--- src/common/lsdp_pkg.sv ---
// Package with types and constants for the load-store data port.
package lsdp_pkg;

  localparam int unsigned DATA_W = 32;
  localparam int unsigned BE_W = 4;
  localparam int unsigned MAX_OUTSTANDING = 2;
  localparam logic [1:0] OUTS_LIMIT = 2'h2;

  // Access sizes.
  localparam logic [1:0] SIZE_BYTE = 2'h0;
  localparam logic [1:0] SIZE_HALF = 2'h1;
  localparam logic [1:0] SIZE_WORD = 2'h2;

  localparam logic [1:0] WORD_LAST_BYTE = 2'h3;
  localparam logic [3:0] BE_BYTE = 4'h1;
  localparam logic [3:0] BE_HALF = 4'h3;
  localparam logic [3:0] BE_WORD = 4'hf;
  localparam logic [31:0] WORD_STEP = 32'h0000_0004;
  localparam logic [31:0] WORD_MASK = 32'hffff_fffc;

  // Request from the core side.
  typedef struct packed {
    logic [31:0] base;
    logic [31:0] offset;
    logic post_inc;
    logic we;
    logic [1:0] size;
    logic sign_ext;
    logic [31:0] wdata;
  } lsdp_cmd_t;

  // Result returned to the core side.
  typedef struct packed {
    logic [31:0] rdata;
    logic [31:0] new_base;
    logic we;
  } lsdp_rsp_t;

  // One bus transaction held in the issue buffer.
  typedef struct packed {
    logic [31:0] addr;
    logic we;
    logic [3:0] be;
    logic [31:0] wdata;
  } lsdp_bus_req_t;

  // Tracking record for a granted transaction.
  typedef struct packed {
    logic we;
    logic [1:0] size;
    logic sign_ext;
    logic [1:0] lane;
    logic split_first;
    logic split_second;
    logic [31:0] new_base;
  } lsdp_track_t;

endpackage

--- src/core/lsdp_skid2.sv ---
// Two-entry buffer with valid and ready on both sides.
`timescale 1ns/1ps
module lsdp_skid2 #(
  parameter int unsigned WIDTH = 32
)
(
  input wire logic mclk,
  input wire logic sys_rst,
  input wire logic in_valid,
  output logic in_ready,
  input wire logic [WIDTH-1:0] in_data,
  output logic out_valid,
  input wire logic out_ready,
  output logic [WIDTH-1:0] out_data
);

  logic [WIDTH-1:0] mem [2];
  logic rd_ptr;
  logic wr_ptr;
  logic [1:0] count;
  wire push = in_valid && in_ready;
  wire pop = out_valid && out_ready;

  assign in_ready = (count != 2'h2);
  assign out_valid = (count != 2'h0);
  assign out_data = mem[rd_ptr];

  always_ff @(posedge mclk)
  begin
    if (sys_rst)
    begin
      rd_ptr <= 1'b0;
      wr_ptr <= 1'b0;
      count <= 2'h0;
    end
    else
    begin
      if (push)
        wr_ptr <= ~wr_ptr;
      if (pop)
        rd_ptr <= ~rd_ptr;
      count <= count + {1'b0, push} - {1'b0, pop};
    end
  end

  // Storage needs no reset; entries are only read while counted valid.
  always_ff @(posedge mclk)
  begin
    if (push)
      mem[wr_ptr] <= in_data;
  end

endmodule

--- src/core/lsdp_track_fifo.sv ---
// Two-entry in-order tracker for granted bus transactions.
`timescale 1ns/1ps
module lsdp_track_fifo
(
  input wire logic mclk,
  input wire logic sys_rst,
  input wire logic push,
  input wire lsdp_pkg::lsdp_track_t push_data,
  input wire logic pop,
  output lsdp_pkg::lsdp_track_t head,
  output logic [1:0] count
);

  lsdp_pkg::lsdp_track_t mem [2];
  logic rd_ptr;
  logic wr_ptr;

  assign head = mem[rd_ptr];

  always_ff @(posedge mclk)
  begin
    if (sys_rst)
    begin
      rd_ptr <= 1'b0;
      wr_ptr <= 1'b0;
      count <= 2'h0;
    end
    else
    begin
      if (push)
        wr_ptr <= ~wr_ptr;
      if (pop)
        rd_ptr <= ~rd_ptr;
      count <= count + {1'b0, push} - {1'b0, pop};
    end
  end

  always_ff @(posedge mclk)
  begin
    if (push)
      mem[wr_ptr] <= push_data;
  end

endmodule

--- src/core/lsdp_load_store_unit.sv ---
// Load-store data port: splits accesses and drives the request/grant/valid bus.
// Contract
// Supports byte, halfword and word loads and stores.
// At most two granted but unanswered transactions; no deeper queue.
// Request-valid stays high until grant is seen high.
// Address-phase outputs hold steady until granted.
// Write enable high for stores, low for loads, with request-valid.
// Byte enables mark exactly the lanes accessed, with request-valid.
// Store data presented with request-valid and held until granted.
// Memory gives exactly one response-valid per granted transaction.
// Load data captured when response-valid is high; ignored for stores.
// No misaligned-address exception is ever raised.
// Word-boundary-crossing accesses become two bus transactions.
// The lower-address transaction of a split is issued first.
// Accesses within one word use a single bus transaction.
// Optional bus signals are omitted, as if tied to defaults.
// Memory returns responses in grant order, one per request.
// Grant may be high before any request is presented.
// Response comes no earlier than the cycle after grant.
// Post-increment uses the base address and returns base plus offset.
// Sub-words placed on and taken from lanes by address; splits reassembled.
`timescale 1ns/1ps
module lsdp_load_store_unit #(
  parameter bit custom_ext_enable_param = 1'b0
)
(
  input wire logic mclk,
  input wire logic sys_rst,
  input wire logic cmd_valid,
  output logic cmd_ready,
  input wire lsdp_pkg::lsdp_cmd_t cmd,
  output logic rsp_valid,
  output lsdp_pkg::lsdp_rsp_t rsp,
  output logic mem_req,
  input wire logic mem_gnt,
  output logic [31:0] mem_addr,
  output logic mem_we,
  output logic [3:0] mem_byte_en_out,
  output logic [31:0] mem_wdata,
  input wire logic mem_rvalid,
  input wire logic [31:0] mem_rdata
);

  // ----------------------------------------------------------------
  // Address generation and split decode
  // ----------------------------------------------------------------

  function automatic logic [3:0] size_be(input logic [1:0] size);
    case (size)
      lsdp_pkg::SIZE_BYTE: size_be = lsdp_pkg::BE_BYTE;
      lsdp_pkg::SIZE_HALF: size_be = lsdp_pkg::BE_HALF;
      default: size_be = lsdp_pkg::BE_WORD;
    endcase
  endfunction

  typedef enum logic [1:0] {
    LSDP_ST_FIRST = 2'b01,
    LSDP_ST_SECOND = 2'b10
  } lsdp_issue_st_t;

  lsdp_issue_st_t state;
  lsdp_issue_st_t next_state;
  lsdp_pkg::lsdp_bus_req_t held_req;
  lsdp_pkg::lsdp_track_t held_trk;

  // Post-increment addresses memory with the bare base; otherwise base plus offset.
  wire use_base = custom_ext_enable_param && cmd.post_inc;
  wire [31:0] eff_addr = use_base ? cmd.base : cmd.base + cmd.offset;
  wire [31:0] new_base = cmd.base + cmd.offset;
  wire [1:0] lane = eff_addr[1:0];
  wire [7:0] be_wide = {4'h0, size_be(cmd.size)} << lane;
  wire crosses = (be_wide[7:4] != 4'h0);
  wire [63:0] wd_wide = {32'h0000_0000, cmd.wdata} << {lane, 3'h0};

  // Two bus transactions for one split access; the lower word goes first.
  lsdp_pkg::lsdp_bus_req_t first_req;
  lsdp_pkg::lsdp_bus_req_t second_req;
  lsdp_pkg::lsdp_track_t first_trk;
  lsdp_pkg::lsdp_track_t second_trk;
  lsdp_pkg::lsdp_bus_req_t pend_req;
  lsdp_pkg::lsdp_track_t pend_trk;

  assign first_req = '{addr: eff_addr, we: cmd.we, be: be_wide[3:0],
                       wdata: wd_wide[31:0]};
  assign second_req = '{addr: (eff_addr & lsdp_pkg::WORD_MASK) + lsdp_pkg::WORD_STEP,
                        we: cmd.we, be: be_wide[7:4], wdata: wd_wide[63:32]};
  assign first_trk = '{we: cmd.we, size: cmd.size, sign_ext: cmd.sign_ext, lane: lane,
                       split_first: crosses, split_second: 1'b0, new_base: new_base};
  assign second_trk = '{we: cmd.we, size: cmd.size, sign_ext: cmd.sign_ext, lane: lane,
                        split_first: 1'b0, split_second: 1'b1, new_base: new_base};

  // ----------------------------------------------------------------
  // Issue path through the two-entry buffer
  // ----------------------------------------------------------------

  wire buf_in_ready;
  wire buf_out_valid;
  wire [$bits(lsdp_pkg::lsdp_bus_req_t)+$bits(lsdp_pkg::lsdp_track_t)-1:0] buf_out;
  lsdp_pkg::lsdp_bus_req_t bus_head;
  lsdp_pkg::lsdp_track_t bus_trk;
  wire [1:0] outs;
  lsdp_pkg::lsdp_track_t trk_head;

  // The upper half is captured with the command, so the core may move on at once.
  always_comb
  begin
    pend_req = first_req;
    pend_trk = first_trk;
    if (state == LSDP_ST_SECOND)
    begin
      pend_req = held_req;
      pend_trk = held_trk;
    end
  end

  wire push_first = (state == LSDP_ST_FIRST) && cmd_valid && buf_in_ready;
  wire push_second = (state == LSDP_ST_SECOND) && buf_in_ready;
  wire buf_push = push_first || push_second;
  assign cmd_ready = (state == LSDP_ST_FIRST) && buf_in_ready;

  always_comb
  begin
    next_state = state;
    case (state)
      LSDP_ST_FIRST: if (push_first && crosses) next_state = LSDP_ST_SECOND;
      LSDP_ST_SECOND: if (push_second) next_state = LSDP_ST_FIRST;
      default: next_state = LSDP_ST_FIRST;
    endcase
  end

  always_ff @(posedge mclk)
  begin
    if (sys_rst)
      state <= LSDP_ST_FIRST;
    else
      state <= next_state;
  end

  always_ff @(posedge mclk)
  begin
    if (push_first)
    begin
      held_req <= second_req;
      held_trk <= second_trk;
    end
  end

  // Holding the head in the buffer keeps address-phase outputs steady until grant.
  wire grant_ok = (outs < lsdp_pkg::OUTS_LIMIT);
  wire granted = mem_req && mem_gnt;
  lsdp_skid2 #(
    .WIDTH($bits(lsdp_pkg::lsdp_bus_req_t) + $bits(lsdp_pkg::lsdp_track_t))
  ) u_issue_buf (
    .mclk(mclk),
    .sys_rst(sys_rst),
    .in_valid(buf_push),
    .in_ready(buf_in_ready),
    .in_data({pend_req, pend_trk}),
    .out_valid(buf_out_valid),
    .out_ready(granted),
    .out_data(buf_out)
  );

  assign {bus_head, bus_trk} = buf_out;

  // Request drops only on a slot limit seen before it rose; once raised, a held
  // request cannot be withdrawn because outs only falls while it waits.
  logic req_up;
  assign mem_req = buf_out_valid && (grant_ok || req_up);
  assign mem_addr = bus_head.addr;
  assign mem_we = bus_head.we;
  assign mem_byte_en_out = bus_head.be;
  assign mem_wdata = bus_head.wdata;

  always_ff @(posedge mclk)
  begin
    if (sys_rst)
      req_up <= 1'b0;
    else
      req_up <= mem_req && !mem_gnt;
  end

  // ----------------------------------------------------------------
  // Response tracking and load data assembly
  // ----------------------------------------------------------------

  // Responses are matched in grant order since the bus carries no identifier.
  lsdp_track_fifo u_track (
    .mclk(mclk),
    .sys_rst(sys_rst),
    .push(granted),
    .push_data(bus_trk),
    .pop(mem_rvalid),
    .head(trk_head),
    .count(outs)
  );

  logic [31:0] low_part;
  wire [63:0] joined = trk_head.split_second ? {mem_rdata, low_part}
                       : {32'h0000_0000, mem_rdata};
  wire [63:0] shifted = joined >> {trk_head.lane, 3'h0};
  logic [31:0] extracted;

  always_comb
  begin
    case (trk_head.size)
      lsdp_pkg::SIZE_BYTE:
        extracted = {{24{trk_head.sign_ext & shifted[7]}}, shifted[7:0]};
      lsdp_pkg::SIZE_HALF:
        extracted = {{16{trk_head.sign_ext & shifted[15]}}, shifted[15:0]};
      default:
        extracted = shifted[31:0];
    endcase
  end

  always_ff @(posedge mclk)
  begin
    if (mem_rvalid && trk_head.split_first)
      low_part <= mem_rdata;
  end

  // A split access answers once, on the response of its upper half.
  always_ff @(posedge mclk)
  begin
    if (sys_rst)
    begin
      rsp_valid <= 1'b0;
      rsp <= '0;
    end
    else
    begin
      rsp_valid <= mem_rvalid && !trk_head.split_first;
      if (mem_rvalid && !trk_head.split_first)
      begin
        rsp.rdata <= trk_head.we ? 32'h0000_0000 : extracted;
        rsp.new_base <= trk_head.new_base;
        rsp.we <= trk_head.we;
      end
    end
  end

endmodule

--- config.mk ---
export PLATFORM = sky130hd
export DESIGN_NAME = lsdp_load_store_unit
export DESIGN_NICKNAME = d
export VERILOG_FILES = /design/src/common/lsdp_pkg.sv /design/src/core/lsdp_skid2.sv /design/src/core/lsdp_track_fifo.sv /design/src/core/lsdp_load_store_unit.sv
export SDC_FILE = /design/constraint.sdc
export NUM_CORES = 1
export LEC_CHECK = 0
export BUFFER_PORTS_ARGS = -buffer_cell sky130_fd_sc_hd__buf_4
export CAP_MARGIN = 20
export CORE_UTILIZATION = 25
export CTS_BUF_LIST = sky130_fd_sc_hd__clkbuf_16
export CTS_CLUSTER_DIAMETER = 150
export DETAILED_ROUTE_END_ITERATION = 6
export SLEW_MARGIN = 20
export SYNTH_ARGS = -nofsm -noshare
export SYNTH_HDL_FRONTEND = slang
export SYNTH_SLANG_ARGS = --single-unit
export TNS_END_PERCENT = 10
--- constraint.sdc ---
create_clock -name mclk -period 7.9 [get_ports mclk]
set_input_delay 1.58 -clock mclk [delete_from_list [all_inputs] [get_ports mclk]]
set_output_delay 1.58 -clock mclk [all_outputs]
set_load 0.05 [all_outputs]
== Yosys cells after proc, flatten, opt, wreduce, memory -nomap -nowiden ==
Memory sizes are Yosys's and may differ from the RTL's. A register that Yosys moved wholly into a read port is not among the register bits.
Cells that the tools add are included.
Cells by class
  eq/ne operators: 7
  bitwise gates (word level): 6
  reductions and logical operators: 21
  $lt $le $gt $ge: 1
  shifts and indexed selects: 3
  mux-type cells: 17
  add/sub/neg operators: 6
Operator list (count)
  $mux W69: 1
  $mux W64: 1
  $pmux W32 S2: 1
  $shl A32 B5 Y64: 1
  $shr A64 B5 Y32: 1
  $mux W40: 1
  $add A32 B3 Y32 const B: 1
  $add A32 B32 Y32: 1
  $mux W32: 1
  $logic_and A1 B1 Y1: 12
  $mux W1: 8
  $pmux W4 S2: 1
  $shl A4 B2 Y8: 1
  $eq A2 B1 Y1 const B: 3
  $add A2 B1 Y2: 2
  $logic_not A2 Y1: 2
  $mux W2: 2
  $ne A2 B2 Y1 const B: 2
  $not A1 Y1: 4
  $pmux W2 S2: 1
  $reduce_bool A4 Y1: 1
  $sub A2 B1 Y2: 2
  $and A1 B1 Y1: 2
  $eq A2 B2 Y1 const B: 1
  other kinds (6): 8
Storage, ports and cells
  output and inout bits: 137
  input bits: 138
  memories kept: 2
  logic and storage cells: 84
  flip-flop bits (word level): 215
  RAM bits: 298
Memories
  u_issue_buf.mem: words 2, width 109, rd ports 1, clocked after memory_dff 1, write ports 1, RTL line lsdp_skid2.sv:17  | logic [WIDTH-1:0] mem [2];
  u_track.mem: words 2, width 40, rd ports 1, clocked after memory_dff 1, write ports 1, RTL line lsdp_track_fifo.sv:14  | lsdp_pkg::lsdp_track_t mem [2];

== Longest topological paths before layout ==
  word-level depth: 7
  depth in mapped cells: 13
  depth with buffers taken out: 12

== Cells and area by module ==
Synthesis repeated with hierarchy kept, for this count alone.
Unflattened totals
  cells, all modules: 1750
  area, all modules: 22634.2 um2
Modules (own cells, without submodules)
  lsdp_load_store_unit: times used 1, cells an instance 1241, sequential area each 5134.9 um2, area an instance 11402.2 um2
  lsdp_skid2: times used 1, cells an instance 366, sequential area each 6646.4 um2, area an instance 8127.8 um2
  lsdp_track_fifo: times used 1, cells an instance 143, sequential area each 2502.4 um2, area an instance 3104.2 um2

== Worst setup path after synthesis ==
OpenSTA, ideal clock, no wires.
  path kind: flip-flop to flip-flop
  start point: register u_issue_buf.count[1]
  end point: memory u_issue_buf.mem[0][100] (netlist name) (enable)
  required time: 7.316 ns
  data arrival time: 6.802 ns
  period minus slack after synthesis: 7.386 ns
  setup time: 0.584 ns
  setup slack: 0.514 ns
  buffers on the path: 0
  stages on the path, launching flop included: 6
  cells stage by stage: dfxtp_1 -> nor2b_1 -> nor3b_1 -> nand2_1 -> o21ai_0 -> nor2b_1
Between the ends
  cells in the longest elaborated chain, start to end: 6
  elaborated cells on any way between the ends: 7
  classes of those cells: eq/ne: 1; mux: 2; reduce/logical: 4
RTL lines
  start: declaration: RTL line lsdp_skid2.sv:20  | logic [1:0] count;
  start signal: assignment: RTL line lsdp_skid2.sv:42  | count <= count + {1'b0, push} - {1'b0, pop};
  $ne A2 B2 Y1 *: RTL line lsdp_skid2.sv:24  | assign in_ready = (count != 2'h2);
  $logic_and A1 B1 Y1 (on tied branches): RTL line lsdp_load_store_unit.sv:116, lsdp_load_store_unit.sv:117
  $logic_or A1 B1 Y1: RTL line lsdp_load_store_unit.sv:118  | wire buf_push = push_first || push_second;
  $logic_and A1 B1 Y1 *: RTL line lsdp_skid2.sv:21  | wire push = in_valid && in_ready;
  via u_issue_buf.push: RTL line lsdp_skid2.sv:21
  $mux W1 *: RTL line lsdp_skid2.sv:49  | if (push)
  $mux W1 (implied by the code) *: RTL line lsdp_skid2.sv:50  | mem[wr_ptr] <= in_data;
  end: declaration: RTL line lsdp_skid2.sv:17
The timed path passes the listed nets; every way through them passes the cells marked *.

==> tab_implementation.tex <==
\begin{tabular}{lr}
\hline
Metric & Value \\
\hline
\multicolumn{2}{l}{\textbf{Setup path}} \\
Data arrival time at the worst-slack endpoint & 5.19 ns \\
Crit. End Element & flop \\
Critical path class & input port to flop \\
Reg2Reg Setup Slack & 3.95 ns \\
Top fanout value on the critical path & 5 \\
Number of cells on the worst reg-to-reg path & 11 \\
Startpoint type of the worst setup path & input port \\
Data required time at the worst endpoint & 8.24 ns \\
\multicolumn{2}{l}{\textbf{Floorplan}} \\
DIE HEIGHT & 307 um \\
Starting utilization of the core area & 25.3\% \\
\# IOs & 275 \\
Placement row count & 111 \\
Die outline width & 307 um \\
Die Footprint & 0.0940 mm2 \\
Placeable core region & 0.0918 mm2 \\
\multicolumn{2}{l}{\textbf{Run status}} \\
Run status & finished, final reports clean \\
\multicolumn{2}{l}{\textbf{Finish}} \\
Final net count & 2200 \\
Layout cell share with drive strength beyond 1 & 26.6\% \\
Fill cell instance count of the final layout & 9287 \\
Final core utilization & 30.4\% \\
Layout area overhead & 20.3\% \\
\multicolumn{2}{l}{\textbf{Synthesis}} \\
Netlist area before placement & 0.0232 mm2 \\
YS warnings & 0 \\
Share of synthesized registers carrying an async set or reset & 0\% \\
Main area contributors after synthesis & sky130\_fd\_sc\_hd\_\_edfxtp\_1 53\%, sky130\_fd\_sc\_hd\_\_dfxtp\_1 6.8\%, sky130\_fd\_sc\_hd\_\_mux2\_2 5.7\%, sky130\_fd\_sc\_hd\_\_mux2i\_1 4.5\%, sky130\_fd\_sc\_hd\_\_nor2\_1 2.6\% \\
Cell type with the largest total area after synthesis & sky130\_fd\_sc\_hd\_\_edfxtp\_1 \\
Post-synth net total & 2018 \\
Top flip-flop cell by instance count after synthesis & sky130\_fd\_sc\_hd\_\_edfxtp\_1 \\
Most frequent cell after synthesis & sky130\_fd\_sc\_hd\_\_edfxtp\_1 \\
Flip-flop and latch count after synthesis & 492 \\
Leading cell types by count after synthesis & 413 x sky130\_fd\_sc\_hd\_\_edfxtp\_1, 158 x sky130\_fd\_sc\_hd\_\_nor2\_1, 151 x sky130\_fd\_sc\_hd\_\_nand2\_1 \\
Number of distinct library cells after synthesis & 89 \\
Syn Inst Count & 1843 \\
Fraction of synthesized cell area taken by the top area cell type & 53.5\% \\
Number of flops mapped to enable cells by yosys & 413 \\
Mean instance size in the synthesized netlist & 12.6 um2 \\
Register area share after synthesis & 60.3\% \\
\multicolumn{2}{l}{\textbf{Global route}} \\
All-Layer GR Usage & 12.8\% \\
Global-route wire length before repair & 91.6 mm \\
Number of antenna violations at the first check in global routing & 7 \\
Via count of the first global-routing pass & 14338 \\
Pin count of the biggest net entering global routing & 76 \\
Grt ovf & 0 \\
\multicolumn{2}{l}{\textbf{Clock network}} \\
Post-CTS setup buffers & 0 \\
Number of buffers between clock root and the deepest sink & 3 \\
Clk Latency, worst-skew pair & 0.63 ns \\
Root Buffer Master & sky130\_fd\_sc\_hd\_\_clkbuf\_16 \\
CTS tree & done \\
CTS H-tree depth & 2 \\
Number of buffers added by the clock tree synthesis step & 55 \\
Hold-fix buffers at CTS & 0 \\
Clock transition at the registers of the reported paths & 0.06 ns \\
Count of clock tree sinks & 492 \\
Number of instances resized during post-cts repair & 0 \\
\multicolumn{2}{l}{\textbf{STA}} \\
Final period utilization & 61.3\% \\
Slew at the pin closest to its max-slew limit & 1.05 ns \\
Count of final setup violators & 0 \\
Setup Total Neg Slack & 0 ns \\
F\_max & 206 MHz \\
Final hold slack & 0.485 ns \\
Final Skew & 0.0281 ns \\
Setup slack after layout & 3.06 ns \\
Max Slew Vio Count & 0 \\
Worst max-slew margin expressed relative to the limit & 29.6\% \\
Unrepaired setup endpoints after global routing & no \\
Number of hold violations in the final report & 0 \\
Time the final worst path needs with I/O delays and setup & 4.84 ns \\
\multicolumn{2}{l}{\textbf{Power}} \\
Lkg Pwr & 10.3 nW \\
Worst ir drop on vdd & 0.168 mV \\
Power per standard cell area & 312 mW/mm2 \\
\multicolumn{2}{l}{\textbf{Placed design}} \\
Detailed Place HPWL & 42.1 mm \\
Post-placement worst setup slack & 2.33 ns \\
Final RePlAce weighted congestion & 0.794 \\
Input/output buffers & 273 \\
\multicolumn{2}{l}{\textbf{Run}} \\
Number of max-capacitance violations reported & 0 \\
\multicolumn{2}{l}{\textbf{Detailed routing}} \\
DR vias/cell & 4.47 \\
Drt first pass iters & 7 \\
Vias & 14824 \\
Detailed Route Iter0 Violations & 1051 \\
Avg WL per Cell & 18.4 um \\
Residual antenna-violating net count after detailed routing & 0 \\
DRT Wirelength & 61.0 mm \\
Post-route DRC violation count & 0 \\
\multicolumn{2}{l}{\textbf{Hold path}} \\
Cell count of the worst hold path & 2 \\
Hold Path Class & flop to flop \\
\hline
\end{tabular}
==> cell type report <==
type | count | area, um2 | area share, %
Clock buffer | 55 | 1380 | 4.93
Antenna cell | 2 | 5.00 | 0.0179
Inverter | 36 | 139 | 0.498
Sequential cell | 492 | 14000 | 50.2
Clock inverter | 48 | 418 | 1.50
Multi-Input combinational cell | 1150 | 8220 | 29.5
Timing Repair Buffer | 290 | 2190 | 7.85
Tap cell | 1243 | 1560 | 5.58
==> routing by layer <==
metal	vias up	part of all wire [%]	track usage, %
li1	7147	-	-
met1	7232	46	17.4
met2	338	45	20.0
met3	95	6.0	3.37
met4	12	2.4	3.56
met5	-	0.12	0
==> power breakdown <==
group	total, mW	switching, mW	internal, mW
sequential	3.55	0.146	3.41
clock	2.53	1.09	1.44
combinational	2.61	1.75	0.860
==> flip-flops by register name, indices dropped and copies added, names as in the netlist, named ones only <==
register            count
u_issue_buf.wr_ptr      1
req_up                  1
u_issue_buf.count       2
u_track.rd_ptr          1
rsp_valid               1
u_track.wr_ptr          1
held_req               57
low_part               32
rsp                    65
state                   2
held_trk               36
u_issue_buf.mem       212
u_track.mem            76
u_issue_buf.rd_ptr      1
u_track.count           2
==> cells by family (layout without fill, tap and decap cells) <==
logic type,Yosys count,in the layout,synth area share [%]
other,0,2,0
muxes,228,228,10.6
and+or+nand+nor,467,467,9.69
adders and majority gates,37,37,2.03
buffers and inverters,201,429,4.51
DFF,492,492,60.3
AOI/OAI and AO/OA,364,364,10.7
xor gates and xnor gates,54,54,2.14
==> worst max-delay path, stage by stage <==
cell and delay (ns):
sky130_fd_sc_hd__buf_4 0.08, sky130_fd_sc_hd__ha_2 0.30, sky130_fd_sc_hd__inv_1 0.08, sky130_fd_sc_hd__fa_1 0.46, sky130_fd_sc_hd__xnor2_1 0.48, sky130_fd_sc_hd__a2bb2oi_1 0.12
sky130_fd_sc_hd__o22ai_1 0.24, sky130_fd_sc_hd__nand3_1 0.17, sky130_fd_sc_hd__nor4_2 0.63, sky130_fd_sc_hd__nand4_4 0.25, sky130_fd_sc_hd__nor4_4 0.46, sky130_fd_sc_hd__nand4_1 0.17
sky130_fd_sc_hd__xnor2_1 0.15
==> worst paths after layout <==
check	start	end
setup / recovery	cmd[37]	held_req[68]$_DFFE_PP_
hold / removal	rsp[58]$_SDFFE_PP0P_	rsp[58]$_SDFFE_PP0P_
setup reg to reg	flop	rsp[56]$_SDFFE_PP0P_
hold reg to reg	rsp[58]$_SDFFE_PP0P_	rsp[58]$_SDFFE_PP0P_
==> metrics by stage <==
step | power [mW] | area [um2] | cells
floorplan | 5.58 | 23200 | 1843
finish | 8.69 | 27900 | 3316
CTS | 8.84 | 27900 | 3314
detailed placement | 6.26 | 26100 | 3211
global route | 9.13 | 27900 | 3315
global placement | 6.23 | 26100 | 3211
==> cells in the final DEF, fill, tap and decap left out, types with 12 or more instances in the layout <==
cell,instances
sky130_fd_sc_hd__xnor2_1,36
sky130_fd_sc_hd__mux2i_1,103
sky130_fd_sc_hd__edfxtp_1,413
sky130_fd_sc_hd__nand4_1,12
sky130_fd_sc_hd__a2bb2oi_1,17
sky130_fd_sc_hd__dfxtp_1,77
sky130_fd_sc_hd__a21o_1,38
sky130_fd_sc_hd__a21oi_1,98
sky130_fd_sc_hd__a22o_1,16
sky130_fd_sc_hd__nand3_1,14
sky130_fd_sc_hd__ha_1,35
sky130_fd_sc_hd__o21ai_0,60
sky130_fd_sc_hd__nor2b_1,20
sky130_fd_sc_hd__inv_1,39
sky130_fd_sc_hd__mux2_2,118
sky130_fd_sc_hd__nor3_1,13
sky130_fd_sc_hd__xor2_1,15
sky130_fd_sc_hd__buf_4,289
sky130_fd_sc_hd__nor2_1,158
sky130_fd_sc_hd__nand2_1,151
sky130_fd_sc_hd__a211oi_1,64
sky130_fd_sc_hd__and2_1,33
sky130_fd_sc_hd__clkbuf_16,55
sky130_fd_sc_hd__clkinv_2,12
sky130_fd_sc_hd__clkinv_1,14
No activity file was read; power rests on OpenSTA's default activity.
